**src/rtl/two_wire_slave_pkg.sv**
```systemverilog
/*
 Package for the two-wire slave receiver: register offsets, control and status layouts,
 status codes and the packed carriers shared by the design.
 Assumes a 32-bit APB register bus and a 100 MHz pclk.
*/
package two_wire_slave_pkg;

   // ------------------------------------------------------------------
   // Register map
   // ------------------------------------------------------------------
   localparam logic [7:0] OFS_OWN_SLAVE_ADDRESS = 8'h00;
   localparam logic [7:0] OFS_BUS_CONTROL_REG = 8'h04;
   localparam logic [7:0] OFS_BUS_STATUS_REG = 8'h08;
   localparam logic [7:0] OFS_BUS_DATA_REG = 8'h0C;
   localparam logic [7:0] OFS_SLEEP_CTRL = 8'h10;

   localparam logic [7:0] RST_OWN_SLAVE_ADDRESS = 8'h00;
   localparam logic [7:0] RST_BUS_CONTROL_REG = 8'h00;

   // Control register bit positions.
   localparam int CTL_EVENT_FLAG = 7;
   localparam int CTL_ACK_ENABLE = 6;
   localparam int CTL_START_REQUEST = 5;
   localparam int CTL_STOP_REQUEST = 4;
   localparam int CTL_IFACE_ENABLE = 2;
   // Address register: general call enable in the least significant bit.
   localparam int ADR_GENERAL_CALL_ENABLE = 0;

   // ------------------------------------------------------------------
   // Status codes (low three bits read as zero)
   // ------------------------------------------------------------------
   localparam logic [7:0] ST_OWN_WRITE = 8'h60;
   localparam logic [7:0] ST_ARB_OWN_WRITE = 8'h68;
   localparam logic [7:0] ST_GENERAL_CALL = 8'h70;
   localparam logic [7:0] ST_ARB_GENERAL_CALL = 8'h78;
   localparam logic [7:0] ST_OWN_DATA_ACK = 8'h80;
   localparam logic [7:0] ST_OWN_DATA_NACK = 8'h88;
   localparam logic [7:0] ST_GC_DATA_ACK = 8'h90;
   localparam logic [7:0] ST_GC_DATA_NACK = 8'h98;
   localparam logic [7:0] ST_OWN_READ = 8'hA8;
   localparam logic [7:0] ST_LAST_BYTE_ACKED = 8'hC8;
   localparam logic [7:0] ST_IDLE = 8'hF8;

   localparam logic [6:0] GENERAL_CALL_ADDRESS = 7'h00;
   localparam logic [3:0] BITS_PER_BYTE = 4'h8;

   typedef enum logic [2:0] {
      S_IDLE = 3'b000,
      S_ADDR = 3'b001,
      S_ADDR_ACK = 3'b011,
      S_DATA = 3'b010,
      S_DATA_ACK = 3'b110,
      S_TX = 3'b111,
      S_TX_ACK = 3'b101,
      S_IGNORE = 3'b100
   } link_state_t;

   typedef struct packed {
      logic [7:0] own_slave_address;
      logic ack_enable;
      logic iface_enable;
      logic start_request;
      logic stop_request;
      logic event_flag;
      logic [7:0] status;
      logic [7:0] bus_data_reg;
      logic [7:0] tx_byte;
      logic deep_sleep;
      logic wake_req;
      logic wake_hold;
      logic arb_lost;
      logic start_pending;
      logic bus_busy;
      logic last_tx;
   } regs_t;

   typedef struct packed {
      link_state_t st;
      logic [7:0] shift;
      logic [3:0] bit_cnt;
      logic gc;
      logic sda_low;
      logic scl_low;
      logic [1:0] scl_sync;
      logic [1:0] sda_sync;
      logic scl_q;
      logic sda_q;
   } link_t;

   typedef struct packed {
      logic [31:0] prdata;
      logic pready;
      logic pslverr;
   } apb_resp_t;

   typedef struct packed {
      regs_t r;
      link_t l;
      apb_resp_t b;
   } state_t;

endpackage : two_wire_slave_pkg

```
**src/rtl/two_wire_slave_receiver.sv**
```systemverilog
/*
 Two-wire slave receiver with APB register access, clock stretching and wake on address.
 Assumes SCL and SDA arrive asynchronously as open-drain levels, sampled by pclk which
 must run well above the bus clock; the master side is an ordinary bus master.
*/
// The placing of the registers and the APB slave port were chosen for this implementation.
`timescale 1ns/1ns
module two_wire_slave_receiver #(
   parameter int ADDR_BITS = 7
) (
   // APB clock and reset
   input wire logic pclk,
   input wire logic presetn,
   // APB slave
   input wire logic psel,
   input wire logic penable,
   input wire logic pwrite,
   input wire logic [7:0] paddr,
   input wire logic [31:0] pwdata,
   output logic [31:0] prdata,
   output logic pready,
   output logic pslverr,
   // Two-wire bus pins, open drain
   input wire logic scl_in,
   output logic scl_out,
   output logic scl_oe,
   input wire logic sda_in,
   output logic sda_out,
   output logic sda_oe,
   // System side
   input wire logic arb_lost_in,
   output logic wake_req,
   output logic start_issue
);
   import two_wire_slave_pkg::*;

   state_t q;
   state_t next_q;
   logic start_q;
   logic next_start;

   // ------------------------------------------------------------------
   // Elaboration checks
   // ------------------------------------------------------------------
   // The address compare and the shift register serve seven-bit addresses only.
   if (ADDR_BITS != $bits(GENERAL_CALL_ADDRESS)) begin : g_addr_bits_check
      $error("two_wire_slave_receiver serves seven-bit bus addresses only");
   end

   // ------------------------------------------------------------------
   // Helpers
   // ------------------------------------------------------------------
   // Address match: own address always, general call only when enabled.
   function automatic logic [1:0] addr_match(input logic [6:0] a, input logic [7:0] own);
      logic [1:0] m;
      m = 2'b00;
      if (a == own[7:1]) begin
         m[0] = 1'b1;
      end
      if (a == GENERAL_CALL_ADDRESS && own[ADR_GENERAL_CALL_ENABLE]) begin
         m[1] = 1'b1;
      end
      return m;
   endfunction : addr_match

   function automatic logic is_write(input logic [7:0] ofs, input logic [7:0] pa,
                                     input logic acc);
      return acc && (pa == ofs);
   endfunction : is_write

   // ------------------------------------------------------------------
   // Next state
   // ------------------------------------------------------------------
   always_comb begin
      logic scl, sda, scl_rise, scl_fall, start_c, stop_c, acc, wr;
      logic [1:0] m;
      logic [7:0] shifted;
      next_q = q;
      next_start = 1'b0;
      scl = q.l.scl_sync[1];
      sda = q.l.sda_sync[1];
      next_q.l.scl_sync = {q.l.scl_sync[0], scl_in};
      next_q.l.sda_sync = {q.l.sda_sync[0], sda_in};
      next_q.l.scl_q = scl;
      next_q.l.sda_q = sda;
      scl_rise = scl && !q.l.scl_q;
      scl_fall = !scl && q.l.scl_q;
      start_c = scl && q.l.scl_q && q.l.sda_q && !sda;
      stop_c = scl && q.l.scl_q && !q.l.sda_q && sda;
      shifted = {q.l.shift[6:0], sda};
      m = addr_match(q.l.shift[7:1], q.r.own_slave_address);
      acc = psel && penable;
      wr = acc && pwrite;

      // APB: one wait state, unmapped reads give zero and an error.
      next_q.b.pready = acc && !q.b.pready;
      next_q.b.pslverr = 1'b0;
      next_q.b.prdata = '0;
      if (acc && !q.b.pready) begin
         unique case (paddr)
            OFS_OWN_SLAVE_ADDRESS: next_q.b.prdata[7:0] = q.r.own_slave_address;
            OFS_BUS_CONTROL_REG: next_q.b.prdata[7:0] = {q.r.event_flag, q.r.ack_enable,
               q.r.start_request, q.r.stop_request, 1'b0, q.r.iface_enable, 2'b00};
            OFS_BUS_STATUS_REG: next_q.b.prdata[7:0] = q.r.status;
            OFS_BUS_DATA_REG: next_q.b.prdata[7:0] = q.r.bus_data_reg;
            OFS_SLEEP_CTRL: next_q.b.prdata[1:0] = {q.r.wake_req, q.r.deep_sleep};
            default: next_q.b.pslverr = 1'b1;
         endcase
      end

      if (is_write(OFS_OWN_SLAVE_ADDRESS, paddr, wr && !q.b.pready)) begin
         next_q.r.own_slave_address = pwdata[7:0];
      end
      if (is_write(OFS_BUS_DATA_REG, paddr, wr && !q.b.pready)) begin
         next_q.r.tx_byte = pwdata[7:0];
      end
      if (is_write(OFS_SLEEP_CTRL, paddr, wr && !q.b.pready)) begin
         next_q.r.deep_sleep = pwdata[0];
         next_q.r.wake_req = q.r.wake_req && !pwdata[1];
      end
      if (is_write(OFS_BUS_CONTROL_REG, paddr, wr && !q.b.pready)) begin
         next_q.r.ack_enable = pwdata[CTL_ACK_ENABLE];
         next_q.r.iface_enable = pwdata[CTL_IFACE_ENABLE];
         next_q.r.start_request = pwdata[CTL_START_REQUEST];
         next_q.r.stop_request = pwdata[CTL_STOP_REQUEST];
         if (pwdata[CTL_EVENT_FLAG] && q.r.event_flag) begin
            next_q.r.event_flag = 1'b0;
            next_q.r.wake_hold = 1'b0;
            next_q.r.status = ST_IDLE;
            next_q.l.scl_low = 1'b0;
            // Leaving a terminal state arms the START request.
            if (q.l.st == S_IDLE && pwdata[CTL_START_REQUEST]) begin
               next_q.r.start_pending = 1'b1;
            end
            // The outgoing byte and the last-byte choice are taken again at this
            // release, so software may load the data register after the status.
            if (q.l.st == S_TX) begin
               next_q.l.shift = q.r.tx_byte;
               next_q.r.last_tx = !pwdata[CTL_ACK_ENABLE];
            end
         end
      end

      // Arbitration loss is remembered until the next addressed write reports it.
      if (arb_lost_in) begin
         next_q.r.arb_lost = 1'b1;
      end
      if (start_c) begin
         next_q.r.bus_busy = 1'b1;
      end
      if (stop_c) begin
         next_q.r.bus_busy = 1'b0;
      end
      if (q.r.start_pending && !q.r.bus_busy && !start_c) begin
         next_start = 1'b1;
         next_q.r.start_pending = 1'b0;
      end

      // Bus engine; it only runs with the interface enabled.
      if (!q.r.iface_enable) begin
         next_q.l.st = S_IDLE;
         next_q.l.sda_low = 1'b0;
         next_q.l.scl_low = 1'b0;
      end else if (stop_c) begin
         next_q.l.st = S_IDLE;
         next_q.l.sda_low = 1'b0;
      end else if (start_c) begin
         next_q.l.st = S_ADDR;
         next_q.l.bit_cnt = '0;
         next_q.l.sda_low = 1'b0;
      end else begin
         case (q.l.st)
            S_ADDR, S_DATA: begin
               if (scl_rise) begin
                  next_q.l.shift = shifted;
                  next_q.l.bit_cnt = q.l.bit_cnt + 4'h1;
               end
               if (scl_fall && q.l.bit_cnt == BITS_PER_BYTE) begin
                  next_q.l.bit_cnt = '0;
                  if (q.l.st == S_ADDR) begin
                     if ((m != 2'b00) && q.r.ack_enable) begin
                        next_q.l.st = S_ADDR_ACK;
                        next_q.l.sda_low = 1'b1;
                        next_q.l.gc = !m[0];
                        if (q.r.deep_sleep) begin
                           next_q.r.wake_req = 1'b1;
                           next_q.r.wake_hold = 1'b1;
                        end
                     end else begin
                        next_q.l.st = S_IGNORE;
                     end
                  end else begin
                     next_q.l.st = S_DATA_ACK;
                     next_q.l.sda_low = q.r.ack_enable;
                     // The data register is not refreshed while waking up.
                     if (!q.r.wake_hold) begin
                        next_q.r.bus_data_reg = q.l.shift;
                     end
                  end
               end
            end
            S_ADDR_ACK: begin
               if (scl_fall) begin
                  next_q.l.sda_low = 1'b0;
                  next_q.r.event_flag = 1'b1;
                  next_q.l.scl_low = 1'b1;
                  if (q.l.shift[0]) begin
                     next_q.l.st = S_TX;
                     next_q.r.status = ST_OWN_READ;
                     next_q.r.last_tx = !q.r.ack_enable;
                     next_q.l.shift = q.r.tx_byte;
                  end else begin
                     next_q.l.st = S_DATA;
                     if (q.l.gc) begin
                        next_q.r.status = q.r.arb_lost ? ST_ARB_GENERAL_CALL : ST_GENERAL_CALL;
                     end else begin
                        next_q.r.status = q.r.arb_lost ? ST_ARB_OWN_WRITE : ST_OWN_WRITE;
                     end
                     next_q.r.arb_lost = 1'b0;
                  end
               end
            end
            S_DATA_ACK: begin
               if (scl_fall) begin
                  next_q.l.sda_low = 1'b0;
                  next_q.r.event_flag = 1'b1;
                  next_q.l.scl_low = 1'b1;
                  if (q.r.ack_enable) begin
                     next_q.l.st = S_DATA;
                     next_q.r.status = q.l.gc ? ST_GC_DATA_ACK : ST_OWN_DATA_ACK;
                  end else begin
                     next_q.l.st = S_IDLE;
                     next_q.r.status = q.l.gc ? ST_GC_DATA_NACK : ST_OWN_DATA_NACK;
                  end
               end
            end
            S_TX: begin
               // Shift out MSB first while the flag is clear.
               if (!q.l.scl_low) begin
                  next_q.l.sda_low = !q.l.shift[7];
                  if (scl_fall) begin
                     next_q.l.shift = {q.l.shift[6:0], 1'b1};
                     next_q.l.bit_cnt = q.l.bit_cnt + 4'h1;
                     if (q.l.bit_cnt == BITS_PER_BYTE - 4'h1) begin
                        next_q.l.st = S_TX_ACK;
                        next_q.l.sda_low = 1'b0;
                     end
                  end
               end
            end
            S_TX_ACK: begin
               if (scl_rise) begin
                  next_q.l.bit_cnt = '0;
                  if (q.r.last_tx && !sda) begin
                     next_q.l.st = S_IDLE;
                     next_q.r.status = ST_LAST_BYTE_ACKED;
                     next_q.r.event_flag = 1'b1;
                  end else begin
                     // Only one byte per read is served; the rest waits for a new START.
                     next_q.l.st = S_IGNORE;
                  end
               end
            end
            S_IGNORE, S_IDLE: begin
               next_q.l.sda_low = 1'b0;
            end
            default: next_q.l.st = S_IDLE;
         endcase
      end
   end

   // ------------------------------------------------------------------
   // State register
   // ------------------------------------------------------------------
   always_ff @(posedge pclk or negedge presetn) begin
      if (!presetn) begin
         q <= '0;
         q.r.own_slave_address <= RST_OWN_SLAVE_ADDRESS;
         q.r.status <= ST_IDLE;
         q.l.scl_sync <= 2'b11;
         q.l.sda_sync <= 2'b11;
         q.l.scl_q <= 1'b1;
         q.l.sda_q <= 1'b1;
         start_q <= 1'b0;
      end else begin
         q <= next_q;
         start_q <= next_start;
      end
   end

   // Open drain: the pins are only ever pulled low.
   assign prdata = q.b.prdata;
   assign pready = q.b.pready;
   assign pslverr = q.b.pslverr;
   assign scl_out = 1'b0;
   assign scl_oe = q.l.scl_low;
   assign sda_out = 1'b0;
   assign sda_oe = q.l.sda_low;
   assign wake_req = q.r.wake_req;
   assign start_issue = start_q;

endmodule : two_wire_slave_receiver

```
**config.mk**
```make
export PLATFORM = sky130hd
export DESIGN_NAME = two_wire_slave_receiver
export DESIGN_NICKNAME = d
export VERILOG_FILES = /design/src/rtl/two_wire_slave_pkg.sv /design/src/rtl/two_wire_slave_receiver.sv
export SDC_FILE = /design/constraint.sdc
export NUM_CORES = 1
export LEC_CHECK = 0
export ABC_CLOCK_PERIOD_IN_PS = 2350
export BUFFER_PORTS_ARGS = -buffer_cell sky130_fd_sc_hd__buf_2
export CAP_MARGIN = 30
export CORE_MARGIN = 3
export CORE_UTILIZATION = 56
export CTS_CLUSTER_DIAMETER = 30
export CTS_CLUSTER_SIZE = 12
export DETAILED_ROUTE_END_ITERATION = 8
export PLACE_DENSITY = 0.86
export SLEW_MARGIN = 20
export SYNTH_ARGS = -nofsm -noshare
export SYNTH_HDL_FRONTEND = slang
export SYNTH_SLANG_ARGS = --single-unit
```
**constraint.sdc**
```tcl
create_clock -name pclk -period 2.35 [get_ports pclk]
set_input_delay 0.47 -clock pclk [delete_from_list [all_inputs] [get_ports pclk]]
set_output_delay 0.47 -clock pclk [all_outputs]
set_load 0.01 [all_outputs]
```
==> reports/qor.txt, run 1 <==
status: complete, no violations
clock power share: 44.4%
predominant post-synthesis flop cell: dfrtp_1
worst-margin pin slew: 509 ps
Max Clk Rate: 0.452 GHz
Resize count post-CTS: 0
P_int: 2.15 mW
Cells after Synth: 420
worst-case reg-to-reg path depth: 6
Final period util: 94.1%
Longest Clk Path Bufs: 2
clk_skew: 16.9 ps
first-pass GRT wire length: 17600 um
yosys warns: 0
MaxCap Viol Count: 0
FFs w/ async S/R, synth: 100%
Post-Syn Area: 4460 um2
drt pass-1 iters: 5
FILL cells: 553
Total Neg Setup Slack: 0 ps
DRC viols: 0
layout cells sized above 1: 29.1%
initial antenna violation count: 0
Num Clock Sinks: 79
endpoints failing hold: 0
Starting Density: 59.6%
DRT iter0 DRCs: 328
slowest CP cell: dfstp_2
CTS H-tree lvls: 3
WHS Path Cells: 1
Mean Syn Cell Area: 10.6 um2
crit-path max FO: 14
Finish-stage setup viols: 0
Cell Chain, Critical Path: nor2b_1 -> buf_4 -> a211oi_1 -> a311o_1 -> nor4_1 -> a211oi_1
Area Growth Syn to Fin: 11.1%
all-layer global routing usage: 25.7%
CP required: 2600 ps
wirelength, routed: 11000 um
Pins Over Slew Limit: 0
vias in the first global route: 3439
register share of total power: 49.7%
FF+latch count, synth: 79
Die Width: 95.2 um
leakage: 2.23 nW
Seq/Total Area, Yosys: 44.7%
switch share: 23.4%
clk_lat worst skew: 360 ps
Critical Path AT: 2460 ps
Vias: 3593
HP Class: in2reg
Hold EP: next_q[39]
Worst VDD drop: 341 uV
RePlAce Congestion: 0.948
final setup margin: 140 ps
critical path class: reg2reg
setup slack at placement: -115 ps
r2r endpoint: q[55]
routed len/inst: 19.5 um
crit start category: register
Gate power share: 5.8%
CP peak stage delay: 670 ps
CTS tree: done
largest net degree at the start of global routing: 66
flop-to-flop setup slack: 140 ps
power after layout: 2.80 mW
CTS Root Cell: clkbuf_8
Synth cell types: 61
die area: 9070 um2
Post-synth EDFFs: 0
Setup Fix Bufs, Post-CTS: 0
RSZ-0062 raised after global routing: false
Via density: 6.35
Post-CTS Hold Buffers: 1
GR Overflow Total: 0
Die Ht: 95.2 um
pwr dens: 566 nW/um2
Inserted Clock Buffers: 9
Antenna Cells: 0
min-delay src: scl_in
net switching power: 0.656 mW
Slew headroom: 65.8%
CP endpoint kind: register
Clock Pin Slew Worst Setup and Hold Paths: 80 ps
Final ANT Viol Nets: 0
row count: 31
r2r startpoint: next_q[35]
Final min period: 2210 ps
Final HPWL DP: 7980 um
CP most frequent cell: a211oi_1
final net count: 512
core box area: 7490 um2
I/O pin total: 88
input/output buffers: 37
## Yosys cell counts, types with 4 or more instances
master    count  area share, %
o22ai_1      13            1.8
a21oi_1       8           0.90
nand4_1       8            1.1
nor3b_1       4           0.67
nand3_1       9            1.0
and2_2        5           0.84
a21o_1        4           0.67
clkbuf_1     15            1.3
nor2_1       25            2.1
inv_1         9           0.76
mux4_2        5            2.5
a211oi_1      4           0.67
nand2_1      13            1.1
a31oi_1       7           0.98
mux2_2       32            8.1
dfrtp_1      68             38
xnor2_1      10            2.0
o21ai_0      17            1.9
and3_1        4           0.56
a32o_1        4           0.90
dfstp_2      11            6.5
a22oi_1      10            1.7
mux2i_1      11            2.5
and2_1        6           0.84
nor2b_1       9            1.3
buf_4        36            6.1
nand2b_1      7           0.98
nor3_1        8           0.90
## logic make-up after synthesis
kind of cell / Yosys count / synth area share, %
xor gates and xnor gates: 10 / 1.96
DFF: 79 / 44.7
adders and majority gates: 2 / 0.561
muxes: 48 / 13.1
other: 1 / 0.0841
AOI/OAI and AO/OA: 91 / 14.0
and+or+nand+nor: 124 / 16.9
buffers and inverters: 65 / 8.76
## cell type report
cell class / instances / area (um2) / area share (%)
clock buffers: 10 / 128 / 2.58
clock inverters: 6 / 116 / 2.35
inverters: 9 / 33.8 / 0.682
multi-input cells: 301 / 2170 / 43.8
flip-flops and latches: 79 / 1990 / 40.2
well taps: 99 / 124 / 2.50
repair buffers: 62 / 390 / 7.88
## routing by layer
layer,track usage (%),part of all wire [%]
met1,33.9,40
met2,40.5,47
met3,6.08,8.9
met4,11.5,3.5
met5,0,0
## worst max-delay path: cells and delay by family, from the launching register on
kind	cells	cell delay (ps)
AOI/OAI and AO/OA	3	1080
DFF	1	670
and+or+nand+nor	2	180
buffers and inverters	1	180
## worst max path at each step
stage,cells after the start,end,from,slack [ps]
2_1_floorplan,6,q[65],paddr[0],140
3_3_place_gp,6,q[90],paddr[0],-50
3_5_place_dp,6,q[90],paddr[0],-110
4_1_cts,7,q[55],q[43],210
5_1_grt,6,q[55],next_q[35],30
6_report,6,q[55],next_q[35],140
## power groups by stage
stage / clock network [mW] / logic (mW) / registers [mW]
finish: 1.25 / 0.163 / 1.39
global route: 1.31 / 0.181 / 1.40
CTS: 1.26 / 0.163 / 1.39
detailed placement: 0 / 0.160 / 1.42
global placement: 0 / 0.155 / 1.42
floorplan: 0 / 0.120 / 1.41
## sequential cells by signal (all words and copies together), names as in the netlist
signal,cells
q,61
prdata,8
next_q,4
pready,1
pslverr,1
scl_oe,1
sda_oe,1
start_issue,1
wake_req,1
## through the flow
stage	instance area, um2	util [%]	hold WS (ps)	instances
finish	4950	66.2	214	566
global route	4950	66.2	198	566
CTS	4950	66.2	206	566
detailed placement	4700	62.8	345	549
global placement	4700	62.8	342	549
floorplan	4550	-	174	445
## cells in the final DEF (no fill, tap or decap), drive strengths merged, types with 5 or more instances in the layout
cell	synthesis	final
dfrtp	68	68
buf	41	61
mux2	32	32
conb	1	26
nor2	26	26
o21ai	18	18
nand2	13	13
o22ai	13	13
mux2i	11	11
dfstp	11	11
and2	11	11
xnor2	10	10
a22oi	10	10
inv	9	10
nand3	10	10
clkbuf	15	10
nor2b	9	9
nand4	9	9
nor3	8	8
a21oi	8	8
nand2b	7	7
a31oi	7	7
mux4	5	5
Power figures use the tool's default switching activity.
==> run 2: changes to the inputs <==
--- a/config.mk
+++ b/config.mk
@@ -5,15 +5,16 @@
 export SDC_FILE = /design/constraint.sdc
 export NUM_CORES = 1
 export LEC_CHECK = 0
+export ABC_AREA = 1
 export ABC_CLOCK_PERIOD_IN_PS = 2350
 export BUFFER_PORTS_ARGS = -buffer_cell sky130_fd_sc_hd__buf_2
 export CAP_MARGIN = 30
 export CORE_MARGIN = 3
-export CORE_UTILIZATION = 56
+export CORE_UTILIZATION = 55
 export CTS_CLUSTER_DIAMETER = 30
 export CTS_CLUSTER_SIZE = 12
 export DETAILED_ROUTE_END_ITERATION = 8
-export PLACE_DENSITY = 0.86
+export PLACE_DENSITY = 0.85
 export SLEW_MARGIN = 20
 export SYNTH_ARGS = -nofsm -noshare
 export SYNTH_HDL_FRONTEND = slang
==> run 2 against run 1 <==
Effect of this change: flip-flop and latch count unchanged; utilization down 3.6 points; worst setup slack better by 180 ps; routed wire length down 1.7%; worst hold slack worse by 170 ps; sequential share of layout area up 0.74 points; cell area down 1.8%; via count up 7.5%; register-to-register slack better by 180 ps; non-clock buffer count down 17; die area up 0.58%; critical endpoint is now q[47].
==> reports/qor.txt, run 2 <==
Area Growth Syn to Fin: 10.4%
commonest non-fill, non-tap cell in the layout: nand2_1
endpoints failing hold: 0
Final min period: 2030 ps
Post-Synth XOR/XNOR Area: 0.994%
Via density: 5.40
most instantiated library cell after synthesis: nand2_1
Max Clk Rate: 0.494 GHz
drt pass-1 iters: 5
Inserted Clock Buffers: 9
clk_skew: 7.75 ps
CTS H-tree lvls: 3
I/O pin total: 88
Cells after Synth: 566
largest register by flop count: q
post-synthesis compound-gate area fraction: 12.2%
Multi-input gate area: 1950 um2
post-synth top area share: 38.6%
max reg flops: 61
critical path class: reg2reg
Setup Fix Bufs, Post-CTS: 0
Final period util: 86.2%
RSZ-0062 raised after global routing: false
Cell Chain, Critical Path: inv_1 -> nor2_4 -> nand3_1 -> inv_1 -> a21oi_2 -> nor2_1 -> o21ai_0 -> a21oi_1
leakage: 2.42 nW
Post-Syn Area: 4410 um2
Longest Clk Path Bufs: 2
Post-Synth Adder-Cell Area: 0.568%
post-layout util: 62.6%
final setup margin: 325 ps
Post-CTS Hold Buffers: 0
Seq/Total Area, Yosys: 45.2%
setup slack at placement: 220 ps
Synth cell types: 42
most frequent cells in the layout: nand2_1 (161), inv_1 (70), dfrtp_1 (68)
DRT iter0 DRCs: 258
slowest CP cell: dfrtp_1
mux cell area share after synthesis: 0%
FILL cells: 652
FFs w/ async S/R, synth: 100%
status: complete, no violations
worst-case reg-to-reg path depth: 8
Vias: 3861
final cell count without fillers: 715
wirelength, routed: 10900 um
MaxCap Viol Count: 0
Die Width: 95.5 um
Antenna Cells: 0
CP peak stage delay: 580 ps
Starting Density: 56.7%
Resize count post-CTS: 0
Finish-stage setup viols: 0
clk_lat worst skew: 360 ps
Clock Pin Slew Worst Setup and Hold Paths: 80 ps
CP most frequent cell: inv_1
predominant post-synthesis flop cell: dfrtp_1
Register Area: 1990 um2
Synth Area in Simple Gates: 28.2%
input/output buffers: 37
cell taking the most area after synthesis: dfrtp_1
Num Clock Sinks: 79
CP endpoint kind: register
CTS Root Cell: clkbuf_8
yosys warns: 0
Die Ht: 95.5 um
row count: 32
CTS tree: done
Final HPWL DP: 8060 um
DRC viols: 0
crit start category: register
placed cells: 699
Post-synth EDFFs: 0
initial antenna violation count: 0
top cells by count, synth: nand2_1 (161), inv_1 (70), dfrtp_1 (68), o21ai_0 (53), nor2_1 (40)
vias in the first global route: 3684
routed len/inst: 15.2 um
Final ANT Viol Nets: 0
FF+latch count, synth: 79
Worst VDD drop: 266 uV
first-pass GRT wire length: 17600 um
GR Overflow Total: 0
Pins Over Slew Limit: 0
largest net degree at the start of global routing: 48
Critical Path AT: 2310 ps
RePlAce Congestion: 0.958
all-layer global routing usage: 25.4%
largest family of logic cells by synthesized area: simple AND/OR/NAND/NOR gates
pwr dens: 586 nW/um2
HP Class: in2async
Area contributors post-synth: dfrtp_1 (39%), nand2_1 (14%), dfstp_2 (6.6%), o21ai_0 (6.0%), inv_1 (6.0%)
layout cells sized above 1: 16.6%
crit-path max FO: 8
Mean Syn Cell Area: 7.78 um2
CP required: 2630 ps
die area: 9120 um2
core box area: 7770 um2
Total Neg Setup Slack: 0 ps
final net count: 658
==> run 2: cell types whose count changed after synthesis, moves of 9 or more <==
cell / previous run / this run
nand3_1: 9 / 29
nor2b_1: 9 / 0
clkbuf_1: 15 / 2
nand2_1: 13 / 161
mux2i_1: 11 / 0
o21ai_0: 17 / 53
nor2_1: 25 / 40
inv_1: 9 / 70
mux2_2: 32 / 0
==> run 2: power breakdown <==
group          internal (mW)  switching (mW)
Sequential              1.38          0.0145
Combinational         0.0376           0.105
Clock                  0.811           0.504
Total                   2.23           0.623
==> run 2: through the flow <==
step	instance area (um2)	power [mW]	hold WS (ps)
2_1_floorplan	4500	1.52	174
3_3_place_gp	4600	1.56	346
3_5_place_dp	4600	1.56	347
4_1_cts	4860	2.87	60.2
5_1_grt	4860	2.95	67.5
6_report	4860	2.85	46.7
==> run 2: final timing paths <==
kind	slack, ps	to	start
max	320	q[47]	q[57]
min	50	prdata[2]	presetn
max reg2reg	320	q[47]	q[57]
min reg2reg	360	next_q[34]	next_q[37]
max in group asynchronous	1650	next_q[34]	presetn
min in group pclk	200	next_q[37]	sda_in
==> run 2: cells by family after synthesis <==
kind of cell	Yosys count
other	1
buffers and inverters	113
XOR/XNOR	5
AND/OR/NAND/NOR	271
AO/OA/AOI/OAI	95
flip-flops	79
adder cells (fa/ha/maj)	2
==> run 2: layer usage <==
metal	share of wire (%)	global-route usage [%]	wire, um	up-vias
met2	47	41.6	5150	198
met3	8.5	6.95	919	36
met5	0	0	0	-
met1	41	32.2	4440	1780
met4	3.2	9.36	343	0
li1	-	-	-	1847
==> run 2: layout make-up <==
cell class	instances	area share, %
well taps	102	2.62
multi-input cells	399	40.0
inverters	74	5.71
clock inverters	6	2.73
clock buffers	10	2.62
flip-flops and latches	79	40.9
repair buffers	45	5.35
==> run 2: critical path, delay by kind of cell, from the launching register on <==
| family | cells | cell delay (ps) |
|---|---|---|
| and+or+nand+nor | 3 | 660 |
| DFF | 1 | 580 |
| AOI/OAI and AO/OA | 3 | 400 |
| buffers and inverters | 2 | 290 |
==> run 3: changes to the inputs <==
--- a/config.mk
+++ b/config.mk
@@ -10,11 +10,11 @@
 export BUFFER_PORTS_ARGS = -buffer_cell sky130_fd_sc_hd__buf_2
 export CAP_MARGIN = 30
 export CORE_MARGIN = 3
-export CORE_UTILIZATION = 55
+export CORE_UTILIZATION = 25
 export CTS_CLUSTER_DIAMETER = 30
 export CTS_CLUSTER_SIZE = 12
 export DETAILED_ROUTE_END_ITERATION = 8
-export PLACE_DENSITY = 0.85
+export PLACE_DENSITY = 0.48
 export SLEW_MARGIN = 20
 export SYNTH_ARGS = -nofsm -noshare
 export SYNTH_HDL_FRONTEND = slang
==> run 3 against run 2 <==
Effect of this change: worst setup slack worse by 31 ps; clock power rose by 9.9%; total power increased by 4.5%; largest cell class unchanged; sequential share of layout area down 1.7 points; flip-flop and latch count unchanged; clock-buffer cell count is 1 higher; utilization fell by 33 points.
==> reports/qor.txt, run 3 (synthesis results as in run 2) <==
Via density: 4.43
largest net degree at the start of global routing: 39
initial antenna violation count: 0
Worst VDD drop: 345 uV
Final ANT Viol Nets: 0
post-layout util: 29.9%
CTS Root Cell: clkbuf_16
RSZ-0062 raised after global routing: false
CP required: 2600 ps
endpoints failing hold: 0
Critical Path AT: 2300 ps
r2r endpoint: q[76]
flop-to-flop setup slack: 290 ps
input/output buffers: 37
Num Clock Sinks: 79
Longest Clk Path Bufs: 2
WP depth: 6
Post-CTS Hold Buffers: 0
Slew headroom: 63.3%
Clock Pin Slew Worst Setup and Hold Paths: 60 ps
DRC viols: 0
Cell Chain, Critical Path: inv_1 -> nor2_4 -> nand4_1 -> nor2_1 -> nand4_2 -> o21ai_0
Crit. Startpoint: q[35]
CP delay by family, top: simple AND/OR/NAND/NOR gates
crit start category: register
CTS tree: done
I/O pin total: 88
r2r startpoint: q[35]
Die Ht: 139 um
final net count: 661
Vias: 3707
Resize count post-CTS: 0
clk_lat worst skew: 340 ps
Final HPWL DP: 9000 um
Starting Density: 26.0%
Final period util: 87.5%
CP peak stage delay: 570 ps
max reg flops: 61
pwr dens: 588 nW/um2
core box area: 16900 um2
Critical Path End: q[76]
row count: 47
first-pass GRT wire length: 19100 um
Die Width: 139 um
worst-case reg-to-reg path depth: 6
Max Clk Rate: 0.486 GHz
all-layer global routing usage: 12.4%
Inserted Clock Buffers: 9
placed cell areas: 4760 um2
routed len/inst: 14.0 um
wirelength, routed: 11700 um
leakage: 2.45 nW
CTS H-tree lvls: 3
crit-path max FO: 16
critical path class: reg2reg
Pins Over Slew Limit: 0
DRT iter0 DRCs: 252
GR Overflow Total: 0
clk_skew: 7.93 ps
Register Area: 1990 um2
HP Class: in2async
setup slack at placement: 166 ps
final instance area: 5070 um2
Total Neg Setup Slack: 0 ps
Final min period: 2060 ps
largest register by flop count: q
drt pass-1 iters: 5
worst-margin pin slew: 549 ps
vias in the first global route: 3602
RePlAce Congestion: 0.918
CP Buf/Inv Count: 1
most frequent cells in the layout: nand2_1 (161), inv_1 (70), dfrtp_1 (68)
die area: 19300 um2
status: complete, no violations
Setup Fix Bufs, Post-CTS: 0
CP endpoint kind: register
layout cells sized above 1: 17.2%
final setup margin: 294 ps
FILL cells: 1806
Finish-stage setup viols: 0
MaxCap Viol Count: 0
Antenna Cells: 0
Area Growth Syn to Fin: 15.1%
commonest non-fill, non-tap cell in the layout: nand2_1
Multi-input gate area: 1950 um2
slowest CP cell: dfstp_2
## run 3: changes by cell type in the layout (fill, tap and decap cells not counted), sizes merged
| cell | before | now |
|---|---|---|
| clkinv | 1 | 3 |
| bufinv | 4 | 1 |
| buf | 45 | 48 |
| clkbuf | 10 | 11 |
## run 3: worst register-to-register path, cell delays in order, from the launching register on
cell,delay (ps)
dfstp_2,570
inv_1,70
nor2_4,190
nand4_1,230
nor2_1,250
nand4_2,350
o21ai_0,310
## run 3: area by class of cell
cell class	count	share of cell area (%)
Sequential cell	79	39.3
Multi-Input combinational cell	399	38.4
Inverter	74	5.48
Tap cell	220	5.43
Timing Repair Buffer	48	5.33
Clock buffer	11	4.99
Clock inverter	5	1.11
## run 3: stage by stage
| step | cells | hold slack (ps) | power (mW) |
|---|---|---|---|
| 2_1_floorplan | 591 | 174 | 1.52 |
| 3_3_place_gp | 820 | 345 | 1.56 |
| 3_5_place_dp | 820 | 347 | 1.57 |
| 4_1_cts | 836 | 117 | 3.04 |
| 5_1_grt | 836 | 132 | 3.12 |
| 6_report | 836 | 107 | 2.98 |
## run 3: routing by layer
metal	GRT usage, %	part of all wire [%]	vias to the layer above
li1	-	-	1857
met1	17.1	48	1713
met2	19.1	44	120
met3	2.97	5.4	17
met4	4.27	2.1	0
met5	0	0	-
## run 3: worst min-delay path by stage
| stage | startpoint | cells past startpoint | to |
|---|---|---|---|
| after CTS | presetn | 1 | wake_req |
| after global placement | next_q[37] | 0 | next_q[34] |
| after detailed placement | next_q[37] | 0 | next_q[34] |
| after floorplan | presetn | 0 | prdata[0] |
| after global routing | presetn | 1 | prdata[0] |
| final | presetn | 1 | q[62] |
## run 3: where the power goes
part | switching [mW] | internal, mW
registers | 0.0141 | 1.38
logic | 0.106 | 0.0374
clock network | 0.561 | 0.879
